### config.mk
export PLATFORM = sky130hd
export DESIGN_NAME = rmsc_mcu_end_flat
export DESIGN_NICKNAME = d
export VERILOG_FILES = /design/src/common/rmsc_pkg.sv /design/src/common/rmsc_if.sv /design/src/hdl/rmsc_mcu_end.sv /design/src/flat_wrapper.sv
export VERILOG_INCLUDE_DIRS = /design/src /design/src/common
export SDC_FILE = /design/constraint.sdc
export NUM_CORES = 1
export LEC_CHECK = 0
export ABC_AREA = 1
export BUFFER_PORTS_ARGS = -buffer_cell sky130_fd_sc_hd__buf_2
export CELL_PAD_IN_SITES_DETAIL_PLACEMENT = 0
export CELL_PAD_IN_SITES_GLOBAL_PLACEMENT = 1
export CORE_UTILIZATION = 36
export CTS_BUF_LIST = sky130_fd_sc_hd__clkbuf_2
export CTS_CLUSTER_SIZE = 25
export DETAILED_ROUTE_END_ITERATION = 6
export MAX_ROUTING_LAYER = met4
export PLACE_DENSITY_LB_ADDON = 0.2
export SETUP_SLACK_MARGIN = 0.05
export SYNTH_ARGS = -nofsm -noshare
export SYNTH_HDL_FRONTEND = slang
export SYNTH_SLANG_ARGS = --single-unit
### constraint.sdc
create_clock -name aclk -period 2.5 [get_ports aclk]
set_input_delay 0.5 -clock aclk [delete_from_list [all_inputs] [get_ports aclk]]
set_output_delay 0.5 -clock aclk [all_outputs]
set_load 0.02 [all_outputs]
### src/common/rmsc_regs.svh
// Offsets, fields, reset values and timing counts of the sideband control block
`ifndef RMSC_REGS_SVH
`define RMSC_REGS_SVH
// Controller registers on the AXI4-Lite slave (byte addresses)
`define RMSC_CTRL_OFS      12'h000
`define RMSC_STAT_OFS      12'h004
`define RMSC_IRQ_STAT_OFS  12'h008
`define RMSC_IRQ_MASK_OFS  12'h00c
`define RMSC_MCFG_OFS      12'h010
`define RMSC_SPI_OFS       12'h014
// Control register fields
`define RMSC_CTRL_RESET_BIT   0
`define RMSC_CTRL_WAKE_BIT    1
`define RMSC_CTRL_RADIO_BIT   2
`define RMSC_CTRL_RST_VAL     32'h0000_0001
// Status and interrupt bits, one layout for status, sticky status and mask
`define RMSC_ST_CRC_BIT    0
`define RMSC_ST_IDLE_BIT   1
`define RMSC_ST_IRQ_BIT    2
`define RMSC_ST_WIDTH      3
// Modem configuration word: GPIO alternate enable and MISO high-z enable
`define RMSC_MCFG_ALT_BIT  0
`define RMSC_MCFG_HIZ_BIT  1
`define RMSC_MCFG_RST_VAL  32'h0000_0002
// Register indices inside the modem
`define RMSC_MREG_GPIO     6'h09
`define RMSC_MREG_GPIO_ALT 7
`define RMSC_MREG_SPI      6'h07
`define RMSC_MREG_MISO_HIZ 11
// Off-to-idle time after reset release, in microseconds, and in cycles at 100 MHz
`define RMSC_CLK_MHZ       100
`define RMSC_WAKE_US       10
`define RMSC_WAKE_CYC      (`RMSC_WAKE_US * `RMSC_CLK_MHZ)
// Serial byte register: bits 7:0 data out and in, busy flag above
`define RMSC_SPI_BUSY_BIT  8
// Serial clock half period in cycles; kept slow since the slave's clock limit is low
`define RMSC_SPI_HALF_CYC  7
`endif

### src/common/rmsc_pkg.sv
// Types shared by both ends of the sideband control link
package rmsc_pkg;
   typedef enum logic [3:0] {
      RMSC_OFF   = 4'b0001,
      RMSC_IDLE  = 4'b0010,
      RMSC_LOWP  = 4'b0100,
      RMSC_ACT   = 4'b1000
   } rmsc_mode_t;
endpackage

### src/common/rmsc_if.sv
// Pin-level link between the controller and the modem sideband logic
`timescale 1ns/1ps
interface rmsc_if;
   logic wake_request_n;
   logic radio_op_enable;
   logic modem_reset_input;
   logic serial_clock_in;
   logic mosi;
   logic ce_n;
   logic miso_o;
   logic miso_oe;
   logic modem_irq;
   logic out_of_idle_pin_o;
   logic out_of_idle_pin_oe;
   logic crc_ok_pin_o;
   logic crc_ok_pin_oe;
   modport modem (
      input  wake_request_n, radio_op_enable, modem_reset_input, serial_clock_in, mosi,
             ce_n,
      output miso_o, miso_oe, modem_irq, out_of_idle_pin_o, out_of_idle_pin_oe,
             crc_ok_pin_o, crc_ok_pin_oe
   );
   modport mcu (
      output wake_request_n, radio_op_enable, modem_reset_input, serial_clock_in, mosi,
             ce_n,
      input  miso_o, miso_oe, modem_irq, out_of_idle_pin_o, out_of_idle_pin_oe,
             crc_ok_pin_o, crc_ok_pin_oe
   );
endinterface

### src/hdl/rmsc_mcu_end.sv
// Controller end: AXI4-Lite registers drive the modem sideband pins
// Operation
// - Alternate enable makes crc pin CRC status
// - Alternate enable makes idle pin status
// - Low wake request returns low power to idle
// - Controller always drives its sideband inputs
// - Modem GPIOs are inputs after reset
// - Unused GPIOs driven low or grounded
// - MISO released while chip enable negated and high-z enable set
// - Cleared high-z enable drives MISO low
// - Radio enable input gates radio operations
// - Modem interrupt reaches controller interrupt input
// - Controller drives modem reset from port
// - Modem is SPI slave, controller master
// - Chip enable held low during access
// - Reset release moves modem off to idle
`timescale 1ns/1ps
`include "rmsc_regs.svh"
module rmsc_mcu_end (
   input  wire logic        aclk,
   input  wire logic        aresetn,
   input  wire logic [11:0] s_axi_awaddr,
   input  wire logic        s_axi_awvalid,
   output logic             s_axi_awready,
   input  wire logic [31:0] s_axi_wdata,
   input  wire logic [3:0]  s_axi_wstrb,
   input  wire logic        s_axi_wvalid,
   output logic             s_axi_wready,
   output logic [1:0]       s_axi_bresp,
   output logic             s_axi_bvalid,
   input  wire logic        s_axi_bready,
   input  wire logic [11:0] s_axi_araddr,
   input  wire logic        s_axi_arvalid,
   output logic             s_axi_arready,
   output logic [31:0]      s_axi_rdata,
   output logic [1:0]       s_axi_rresp,
   output logic             s_axi_rvalid,
   input  wire logic        s_axi_rready,
   output logic             irq,
   output logic             gpio_alt_en,
   output logic             miso_hiz_en,
   rmsc_if.mcu              link
);
   import rmsc_pkg::*;
   if (`RMSC_SPI_HALF_CYC < 1 || `RMSC_SPI_HALF_CYC > 16) begin : g_bad_half
      $error("serial clock half period out of range");
   end

   typedef struct packed {
      logic        awrdy;
      logic        wrdy;
      logic        aw_got;
      logic        w_got;
      logic [11:0] awaddr;
      logic [31:0] wdata;
      logic [3:0]  wstrb;
      logic        bvalid;
      logic [1:0]  bresp;
      logic        arrdy;
      logic        rvalid;
      logic [31:0] rdata;
      logic [1:0]  rresp;
      logic [2:0]  ctrl;
      logic [1:0]  mcfg;
      logic [`RMSC_ST_WIDTH-1:0] stat;
      logic [`RMSC_ST_WIDTH-1:0] sticky;
      logic [`RMSC_ST_WIDTH-1:0] mask;
      logic        irq;
      logic        spi_sel;
      logic        spi_sck;
      logic        spi_in;
      logic [2:0]  spi_ph;
      logic [3:0]  spi_div;
      logic [7:0]  spi_sh;
   } rmsc_mcu_st_t;
   rmsc_mcu_st_t s_r;
   rmsc_mcu_st_t s_nxt;

   ////////////////////////////////////////////////////////////////////////////////
   always_comb begin
      logic [`RMSC_ST_WIDTH-1:0] now;
      logic [`RMSC_ST_WIDTH-1:0] rise;
      logic [`RMSC_ST_WIDTH-1:0] clr;
      logic                      okadr;
      now   = '0;
      rise  = '0;
      clr   = '0;
      okadr = 1'b0;
      s_nxt = s_r;
      // Status pins are only valid while the modem drives them
      // Released pins read low, as if grounded
      now[`RMSC_ST_CRC_BIT]  = link.crc_ok_pin_oe & link.crc_ok_pin_o;
      now[`RMSC_ST_IDLE_BIT] = link.out_of_idle_pin_oe & link.out_of_idle_pin_o;
      now[`RMSC_ST_IRQ_BIT]  = link.modem_irq;
      rise       = now & ~s_r.stat;
      s_nxt.stat = now;

      // Write channel: address and data taken in either order
      if (s_axi_awvalid && s_r.awrdy) begin
         s_nxt.aw_got = 1'b1;
         s_nxt.awaddr = s_axi_awaddr;
         s_nxt.awrdy  = 1'b0;
      end
      if (s_axi_wvalid && s_r.wrdy) begin
         s_nxt.w_got = 1'b1;
         s_nxt.wdata = s_axi_wdata;
         s_nxt.wstrb = s_axi_wstrb;
         s_nxt.wrdy  = 1'b0;
      end
      if (s_r.aw_got && s_r.w_got && !s_r.bvalid) begin
         okadr = 1'b1;
         case (s_r.awaddr)
            `RMSC_CTRL_OFS: if (s_r.wstrb[0]) s_nxt.ctrl = s_r.wdata[2:0];
            `RMSC_IRQ_STAT_OFS: if (s_r.wstrb[0]) clr = s_r.wdata[`RMSC_ST_WIDTH-1:0];
            `RMSC_IRQ_MASK_OFS: if (s_r.wstrb[0]) s_nxt.mask = s_r.wdata[`RMSC_ST_WIDTH-1:0];
            `RMSC_MCFG_OFS: if (s_r.wstrb[0]) s_nxt.mcfg = s_r.wdata[1:0];
            // Ignored while a byte is under way
            `RMSC_SPI_OFS: begin
               if (s_r.wstrb[0] && !s_r.spi_sel) begin
                  s_nxt.spi_sel = 1'b1;
                  s_nxt.spi_sh  = s_r.wdata[7:0];
                  s_nxt.spi_ph  = '0;
                  s_nxt.spi_div = '0;
                  s_nxt.spi_sck = 1'b0;
               end
            end
            `RMSC_STAT_OFS: okadr = 1'b1;
            default: okadr = 1'b0;
         endcase
         s_nxt.bvalid = 1'b1;
         s_nxt.bresp  = okadr ? 2'b00 : 2'b10;
         s_nxt.aw_got = 1'b0;
         s_nxt.w_got  = 1'b0;
      end
      if (s_r.bvalid && s_axi_bready) begin
         s_nxt.bvalid = 1'b0;
         s_nxt.awrdy  = 1'b1;
         s_nxt.wrdy   = 1'b1;
      end
      // Serial byte: chip enable stays low from before the first clock until the last clock falls
      if (s_r.spi_sel) begin
         if (s_r.spi_div == 4'(`RMSC_SPI_HALF_CYC - 1)) begin
            s_nxt.spi_div = '0;
            s_nxt.spi_sck = ~s_r.spi_sck;
            if (!s_r.spi_sck) begin
               s_nxt.spi_in = link.miso_oe & link.miso_o;
            end else begin
               s_nxt.spi_sh = {s_r.spi_sh[6:0], s_r.spi_in};
               s_nxt.spi_ph = s_r.spi_ph + 3'h1;
               if (s_r.spi_ph == 3'h7) begin
                  s_nxt.spi_sel = 1'b0;
               end
            end
         end else begin
            s_nxt.spi_div = s_r.spi_div + 4'h1;
         end
      end
      // Set wins over a write-one clear in the same cycle
      s_nxt.sticky = (s_r.sticky & ~clr) | rise;

      // Read channel
      if (s_axi_arvalid && s_r.arrdy) begin
         s_nxt.arrdy  = 1'b0;
         s_nxt.rvalid = 1'b1;
         s_nxt.rresp  = 2'b00;
         s_nxt.rdata  = '0;
         case (s_axi_araddr)
            `RMSC_CTRL_OFS:     s_nxt.rdata[2:0] = s_r.ctrl;
            `RMSC_STAT_OFS:     s_nxt.rdata[`RMSC_ST_WIDTH-1:0] = s_r.stat;
            `RMSC_IRQ_STAT_OFS: s_nxt.rdata[`RMSC_ST_WIDTH-1:0] = s_r.sticky;
            `RMSC_IRQ_MASK_OFS: s_nxt.rdata[`RMSC_ST_WIDTH-1:0] = s_r.mask;
            `RMSC_MCFG_OFS:     s_nxt.rdata[1:0] = s_r.mcfg;
            `RMSC_SPI_OFS: begin
               s_nxt.rdata[7:0]                = s_r.spi_sh;
               s_nxt.rdata[`RMSC_SPI_BUSY_BIT] = s_r.spi_sel;
            end
            default:            s_nxt.rresp = 2'b10;
         endcase
      end
      if (s_r.rvalid && s_axi_rready) begin
         s_nxt.rvalid = 1'b0;
         s_nxt.arrdy  = 1'b1;
      end
      s_nxt.irq = |(s_nxt.sticky & s_nxt.mask);
   end

   always_ff @(posedge aclk) begin
      if (!aresetn) begin
         s_r       <= '0;
         s_r.awrdy <= 1'b1;
         s_r.wrdy  <= 1'b1;
         s_r.arrdy <= 1'b1;
         s_r.ctrl  <= 3'(`RMSC_CTRL_RST_VAL);
         s_r.mcfg  <= 2'(`RMSC_MCFG_RST_VAL);
      end else begin
         s_r <= s_nxt;
      end
   end

   ////////////////////////////////////////////////////////////////////////////////
   // Every sideband input is actively driven, never floated
   assign link.modem_reset_input = ~s_r.ctrl[`RMSC_CTRL_RESET_BIT];
   assign link.wake_request_n    = ~s_r.ctrl[`RMSC_CTRL_WAKE_BIT];
   assign link.radio_op_enable   = s_r.ctrl[`RMSC_CTRL_RADIO_BIT];
   // Serial clock and data park low while chip enable is negated
   assign link.serial_clock_in   = s_r.spi_sck;
   assign link.mosi              = s_r.spi_sh[7] & s_r.spi_sel;
   assign link.ce_n              = ~s_r.spi_sel;

   assign s_axi_awready = s_r.awrdy;
   assign s_axi_wready  = s_r.wrdy;
   assign s_axi_bvalid  = s_r.bvalid;
   assign s_axi_bresp   = s_r.bresp;
   assign s_axi_arready = s_r.arrdy;
   assign s_axi_rvalid  = s_r.rvalid;
   assign s_axi_rdata   = s_r.rdata;
   assign s_axi_rresp   = s_r.rresp;
   assign irq           = s_r.irq;
   assign gpio_alt_en   = s_r.mcfg[`RMSC_MCFG_ALT_BIT];
   assign miso_hiz_en   = s_r.mcfg[`RMSC_MCFG_HIZ_BIT];
endmodule

### src/flat_wrapper.sv
// flat-port wrapper written by rule: the top's interface ports become plain ports
module rmsc_mcu_end_flat import rmsc_pkg::*;
  (aclk, aresetn, s_axi_awaddr, s_axi_awvalid, s_axi_awready, s_axi_wdata, s_axi_wstrb, s_axi_wvalid, s_axi_wready, s_axi_bresp, s_axi_bvalid, s_axi_bready, s_axi_araddr, s_axi_arvalid, s_axi_arready, s_axi_rdata, s_axi_rresp, s_axi_rvalid, s_axi_rready, irq, gpio_alt_en, miso_hiz_en, link_wake_request_n, link_radio_op_enable, link_modem_reset_input, link_serial_clock_in, link_mosi, link_ce_n, link_miso_o, link_miso_oe, link_modem_irq, link_out_of_idle_pin_o, link_out_of_idle_pin_oe, link_crc_ok_pin_o, link_crc_ok_pin_oe);
  rmsc_if link_i ();
  input  wire logic aclk;
  input  wire logic aresetn;
  input  wire logic [11:0] s_axi_awaddr;
  input  wire logic s_axi_awvalid;
  output logic s_axi_awready;
  input  wire logic [31:0] s_axi_wdata;
  input  wire logic [3:0] s_axi_wstrb;
  input  wire logic s_axi_wvalid;
  output logic s_axi_wready;
  output logic [1:0] s_axi_bresp;
  output logic s_axi_bvalid;
  input  wire logic s_axi_bready;
  input  wire logic [11:0] s_axi_araddr;
  input  wire logic s_axi_arvalid;
  output logic s_axi_arready;
  output logic [31:0] s_axi_rdata;
  output logic [1:0] s_axi_rresp;
  output logic s_axi_rvalid;
  input  wire logic s_axi_rready;
  output logic irq;
  output logic gpio_alt_en;
  output logic miso_hiz_en;
  output wire logic [$bits(link_i.wake_request_n)-1:0] link_wake_request_n;
  output wire logic [$bits(link_i.radio_op_enable)-1:0] link_radio_op_enable;
  output wire logic [$bits(link_i.modem_reset_input)-1:0] link_modem_reset_input;
  output wire logic [$bits(link_i.serial_clock_in)-1:0] link_serial_clock_in;
  output wire logic [$bits(link_i.mosi)-1:0] link_mosi;
  output wire logic [$bits(link_i.ce_n)-1:0] link_ce_n;
  input wire logic [$bits(link_i.miso_o)-1:0] link_miso_o;
  input wire logic [$bits(link_i.miso_oe)-1:0] link_miso_oe;
  input wire logic [$bits(link_i.modem_irq)-1:0] link_modem_irq;
  input wire logic [$bits(link_i.out_of_idle_pin_o)-1:0] link_out_of_idle_pin_o;
  input wire logic [$bits(link_i.out_of_idle_pin_oe)-1:0] link_out_of_idle_pin_oe;
  input wire logic [$bits(link_i.crc_ok_pin_o)-1:0] link_crc_ok_pin_o;
  input wire logic [$bits(link_i.crc_ok_pin_oe)-1:0] link_crc_ok_pin_oe;
  assign link_wake_request_n = link_i.wake_request_n;
  assign link_radio_op_enable = link_i.radio_op_enable;
  assign link_modem_reset_input = link_i.modem_reset_input;
  assign link_serial_clock_in = link_i.serial_clock_in;
  assign link_mosi = link_i.mosi;
  assign link_ce_n = link_i.ce_n;
  assign link_i.miso_o = link_miso_o;
  assign link_i.miso_oe = link_miso_oe;
  assign link_i.modem_irq = link_modem_irq;
  assign link_i.out_of_idle_pin_o = link_out_of_idle_pin_o;
  assign link_i.out_of_idle_pin_oe = link_out_of_idle_pin_oe;
  assign link_i.crc_ok_pin_o = link_crc_ok_pin_o;
  assign link_i.crc_ok_pin_oe = link_crc_ok_pin_oe;
  rmsc_mcu_end u_core (.aclk(aclk), .aresetn(aresetn), .s_axi_awaddr(s_axi_awaddr), .s_axi_awvalid(s_axi_awvalid), .s_axi_awready(s_axi_awready), .s_axi_wdata(s_axi_wdata), .s_axi_wstrb(s_axi_wstrb), .s_axi_wvalid(s_axi_wvalid), .s_axi_wready(s_axi_wready), .s_axi_bresp(s_axi_bresp), .s_axi_bvalid(s_axi_bvalid), .s_axi_bready(s_axi_bready), .s_axi_araddr(s_axi_araddr), .s_axi_arvalid(s_axi_arvalid), .s_axi_arready(s_axi_arready), .s_axi_rdata(s_axi_rdata), .s_axi_rresp(s_axi_rresp), .s_axi_rvalid(s_axi_rvalid), .s_axi_rready(s_axi_rready), .irq(irq), .gpio_alt_en(gpio_alt_en), .miso_hiz_en(miso_hiz_en), .link(link_i));
endmodule
==> run_results.csv <==
group,metric,value,unit
global_routing,grt_use_total,16.4,%
clocking,clk_path_buf_depth,2,
clocking,post_cts_buffers,0,
synth,ys_seq_area_share,40.0,%
route,num_vias,3108,
synth,synth_top_cell_area_share,40.0,%
synth,netlist_instances,495,
clocking,ctsHoldBuffers,0,
power_and_ir_drop,peakVddDrop,0.280,mV
route,drc_errors,0,
clocking,cts_made_buffers,9,
sta,fin_tns_setup,0,ns
setup_path,rr_startpoint,"u_core.s_r[8]",
worst_hold_path,hold_path_depth,3,
setup_path,rrSetupSlack,1.00,ns
sta,layout_min_cycle_time,1.84,ns
placement,dp.cells,673,
setup_path,path_class,"reg2out",
clocking,cts.sinks,72,
sta,clock.fmax,543,MHz
power_and_ir_drop,power.density,593,nW/um2
synth,synth_edf_count,0,
clocking,clk_latency,0.50,ns
sta,post-route-period-util,73.6,%
route,avgRoutedWirePerCell,11.2,um
layout,fin_util,41.4,%
placement,io_buffers,71,
layout,nNetsFinal,629,
synth,ys.flop_type,"dfxtp_1",
die,rows,36,
setup_path,cp_data_arrival_time,1.34,ns
clocking,cts_resized,0,
layout,area_growth_syn_to_layout,11.8,%
setup_path,cp-startpoint,"u_core.s_r[17]",
synth,synth_warnings,0,
clocking,cts-htree-levels,3,
setup_path,reg2reg_depth,9,
clocking,cts_tree,"yes",
layout,diodes,0,
synth,ys_async_sr_fraction,0,%
synth,synth-seq-cells,72,
layout,drive_gt1_share,22.7,%
global_routing,grt_overflow_total,0,
global_routing,grt_pass1_vias,2728,
die,core_area,9730,um2
worst_hold_path,hold_class,"in2reg",
synth,synth_area_leaders,"dfxtp_1 40%, nand2_1 8.6%, buf_4 7.7%",
setup_path,rr_endpoint,"u_core.s_r[2]",
layout,regMostFlops,"u_core.s_r",
sta,slew_viol_final,0,
synth,synthesis.area,3600,um2
setup_path,cp_data_required_time,2.00,ns
synth,syn_area_per_cell,7.28,um2
sta,fin_skew,0.0248,ns
sta,finalSetupViolCount,0,
die,start_util,37.0,%
clocking,ctsRootBufferMaster,"clkbuf_2",
global_routing,grt_pass1_wl,12800,um
sta,worst_pin_slew,0.689,ns
setup_path,endpoint_kind,"primary output",
setup_path,cp-start-kind,"flop",
setup_path,crit_end,"link_ce_n",
global_routing,antenna_found_initial,0,
global_routing,grt_max_degree,48,
placement,hpwl,5760,um
die,ios,124,
power_and_ir_drop,leakage,1.99,nW
layout,final_cells,689,
sta,slew_headroom,54.0,%
synth,synth_common_cells,"83 x nand2_1, 72 x dfxtp_1, 58 x nor2_1",
route,drtIter0Drc,119,
route,viasPerCell,4.51,
route,first_pass_iters,5,
layout,largest_register_ffs,51,
clocking,clkTransAtPathRegs,0.20,ns
route,ant_nets,0,
sta,hold_viol,0,
run,maxCapViolCount,0,
synth,synthDistinctLibCells,38,
worst_hold_path,min-delay-start,"link_modem_irq",
outcome,status,"completed",
die,dieArea,10400,um2
die,fp.dieW,102,um
die,die_h,102,um
route,drt-total-wl,7690,um
sta,grt_setup_unrepaired,"false",
placement,gp_congestion,0.780,
synth,yosysMostFrequentCell,"nand2_1",
setup_path,cp_max_fo,12,
synth,synth_top_cell_by_area,"dfxtp_1",
## how the worst min path moves through the flow
stage / endpoint / slack [ns]
6_report: u_core.s_r[27] / 0.20
5_1_grt: u_core.s_r[27] / 0.14
4_1_cts: u_core.s_r[27] / 0.16
3_5_place_dp: u_core.s_axi_rdata[4] / 0.46
3_3_place_gp: u_core.s_r[14] / 0.45
2_1_floorplan: u_core.s_r[13] / 0.44
## through the flow
step | worst slack [ns] | total power, W | hold slack [ns] | area, um2
floorplan | 1.12 | 0.00151 | 0.441 | 3690
global placement | 0.788 | 0.00156 | 0.452 | 3860
detailed placement | 0.776 | 0.00156 | 0.455 | 3860
CTS | 0.607 | 0.00243 | 0.159 | 4030
global route | 0.522 | 0.00252 | 0.143 | 4030
finish | 0.659 | 0.00239 | 0.197 | 4030
## cell families (layout without fill, tap and decap cells)
group | Yosys count | count (layout) | share of synthesized area, %
other | 1 | 25 | 0.104
DFF | 72 | 72 | 40.0
xor gates and xnor gates | 1 | 1 | 0.243
adders and majority gates | 4 | 4 | 1.39
buffers and inverters | 110 | 147 | 16.2
and+or+nand+nor | 226 | 226 | 29.9
AOI/OAI and AO/OA | 81 | 81 | 12.2
## worst max-delay path, stage by stage, from the launching register on
cell and delay (ns):
dfxtp_1 0.40, inv_2 0.23, buf_2 0.22
## routing by layer
layer | global-route usage (%) | wire length (um) | part of all wire (%) | up-vias
met1 | 22.1 | 3920 | 51 | 1359
met3 | 4.17 | 406 | 5.3 | 11
met5 | - | 0 | 0 | -
met4 | 4.62 | 85 | 1.1 | 0
li1 | - | - | - | 1645
met2 | 24.3 | 3270 | 43 | 93
## placed cells by master, fill, tap and decap left out, types with 9 or more instances in the layout
master,n
nand3_1,55
o21ai_0,39
inv_2,12
buf_2,71
a21oi_1,29
nor2_1,58
inv_1,44
nand2_1,83
conb_1,25
dfxtp_1,72
clkbuf_2,9
## where the power goes
part | leakage, nW | switching (W) | internal [W]
Clock | 0.0921 | 0.000425 | 0.000432
Sequential | 0.589 | 0.0000337 | 0.00120
Combinational | 1.31 | 0.000207 | 0.0000933
## cell type report
class	instances	area, um2
Timing Repair Buffer	73	370
Clock buffer	9	45.0
Inverter	58	219
Clock inverter	7	120
Tap cell	133	166
Multi-Input combinational cell	337	1670
Fill cell	1088	5700
Sequential cell	72	1440
Note: power is estimated with default switching activity, not from simulation.
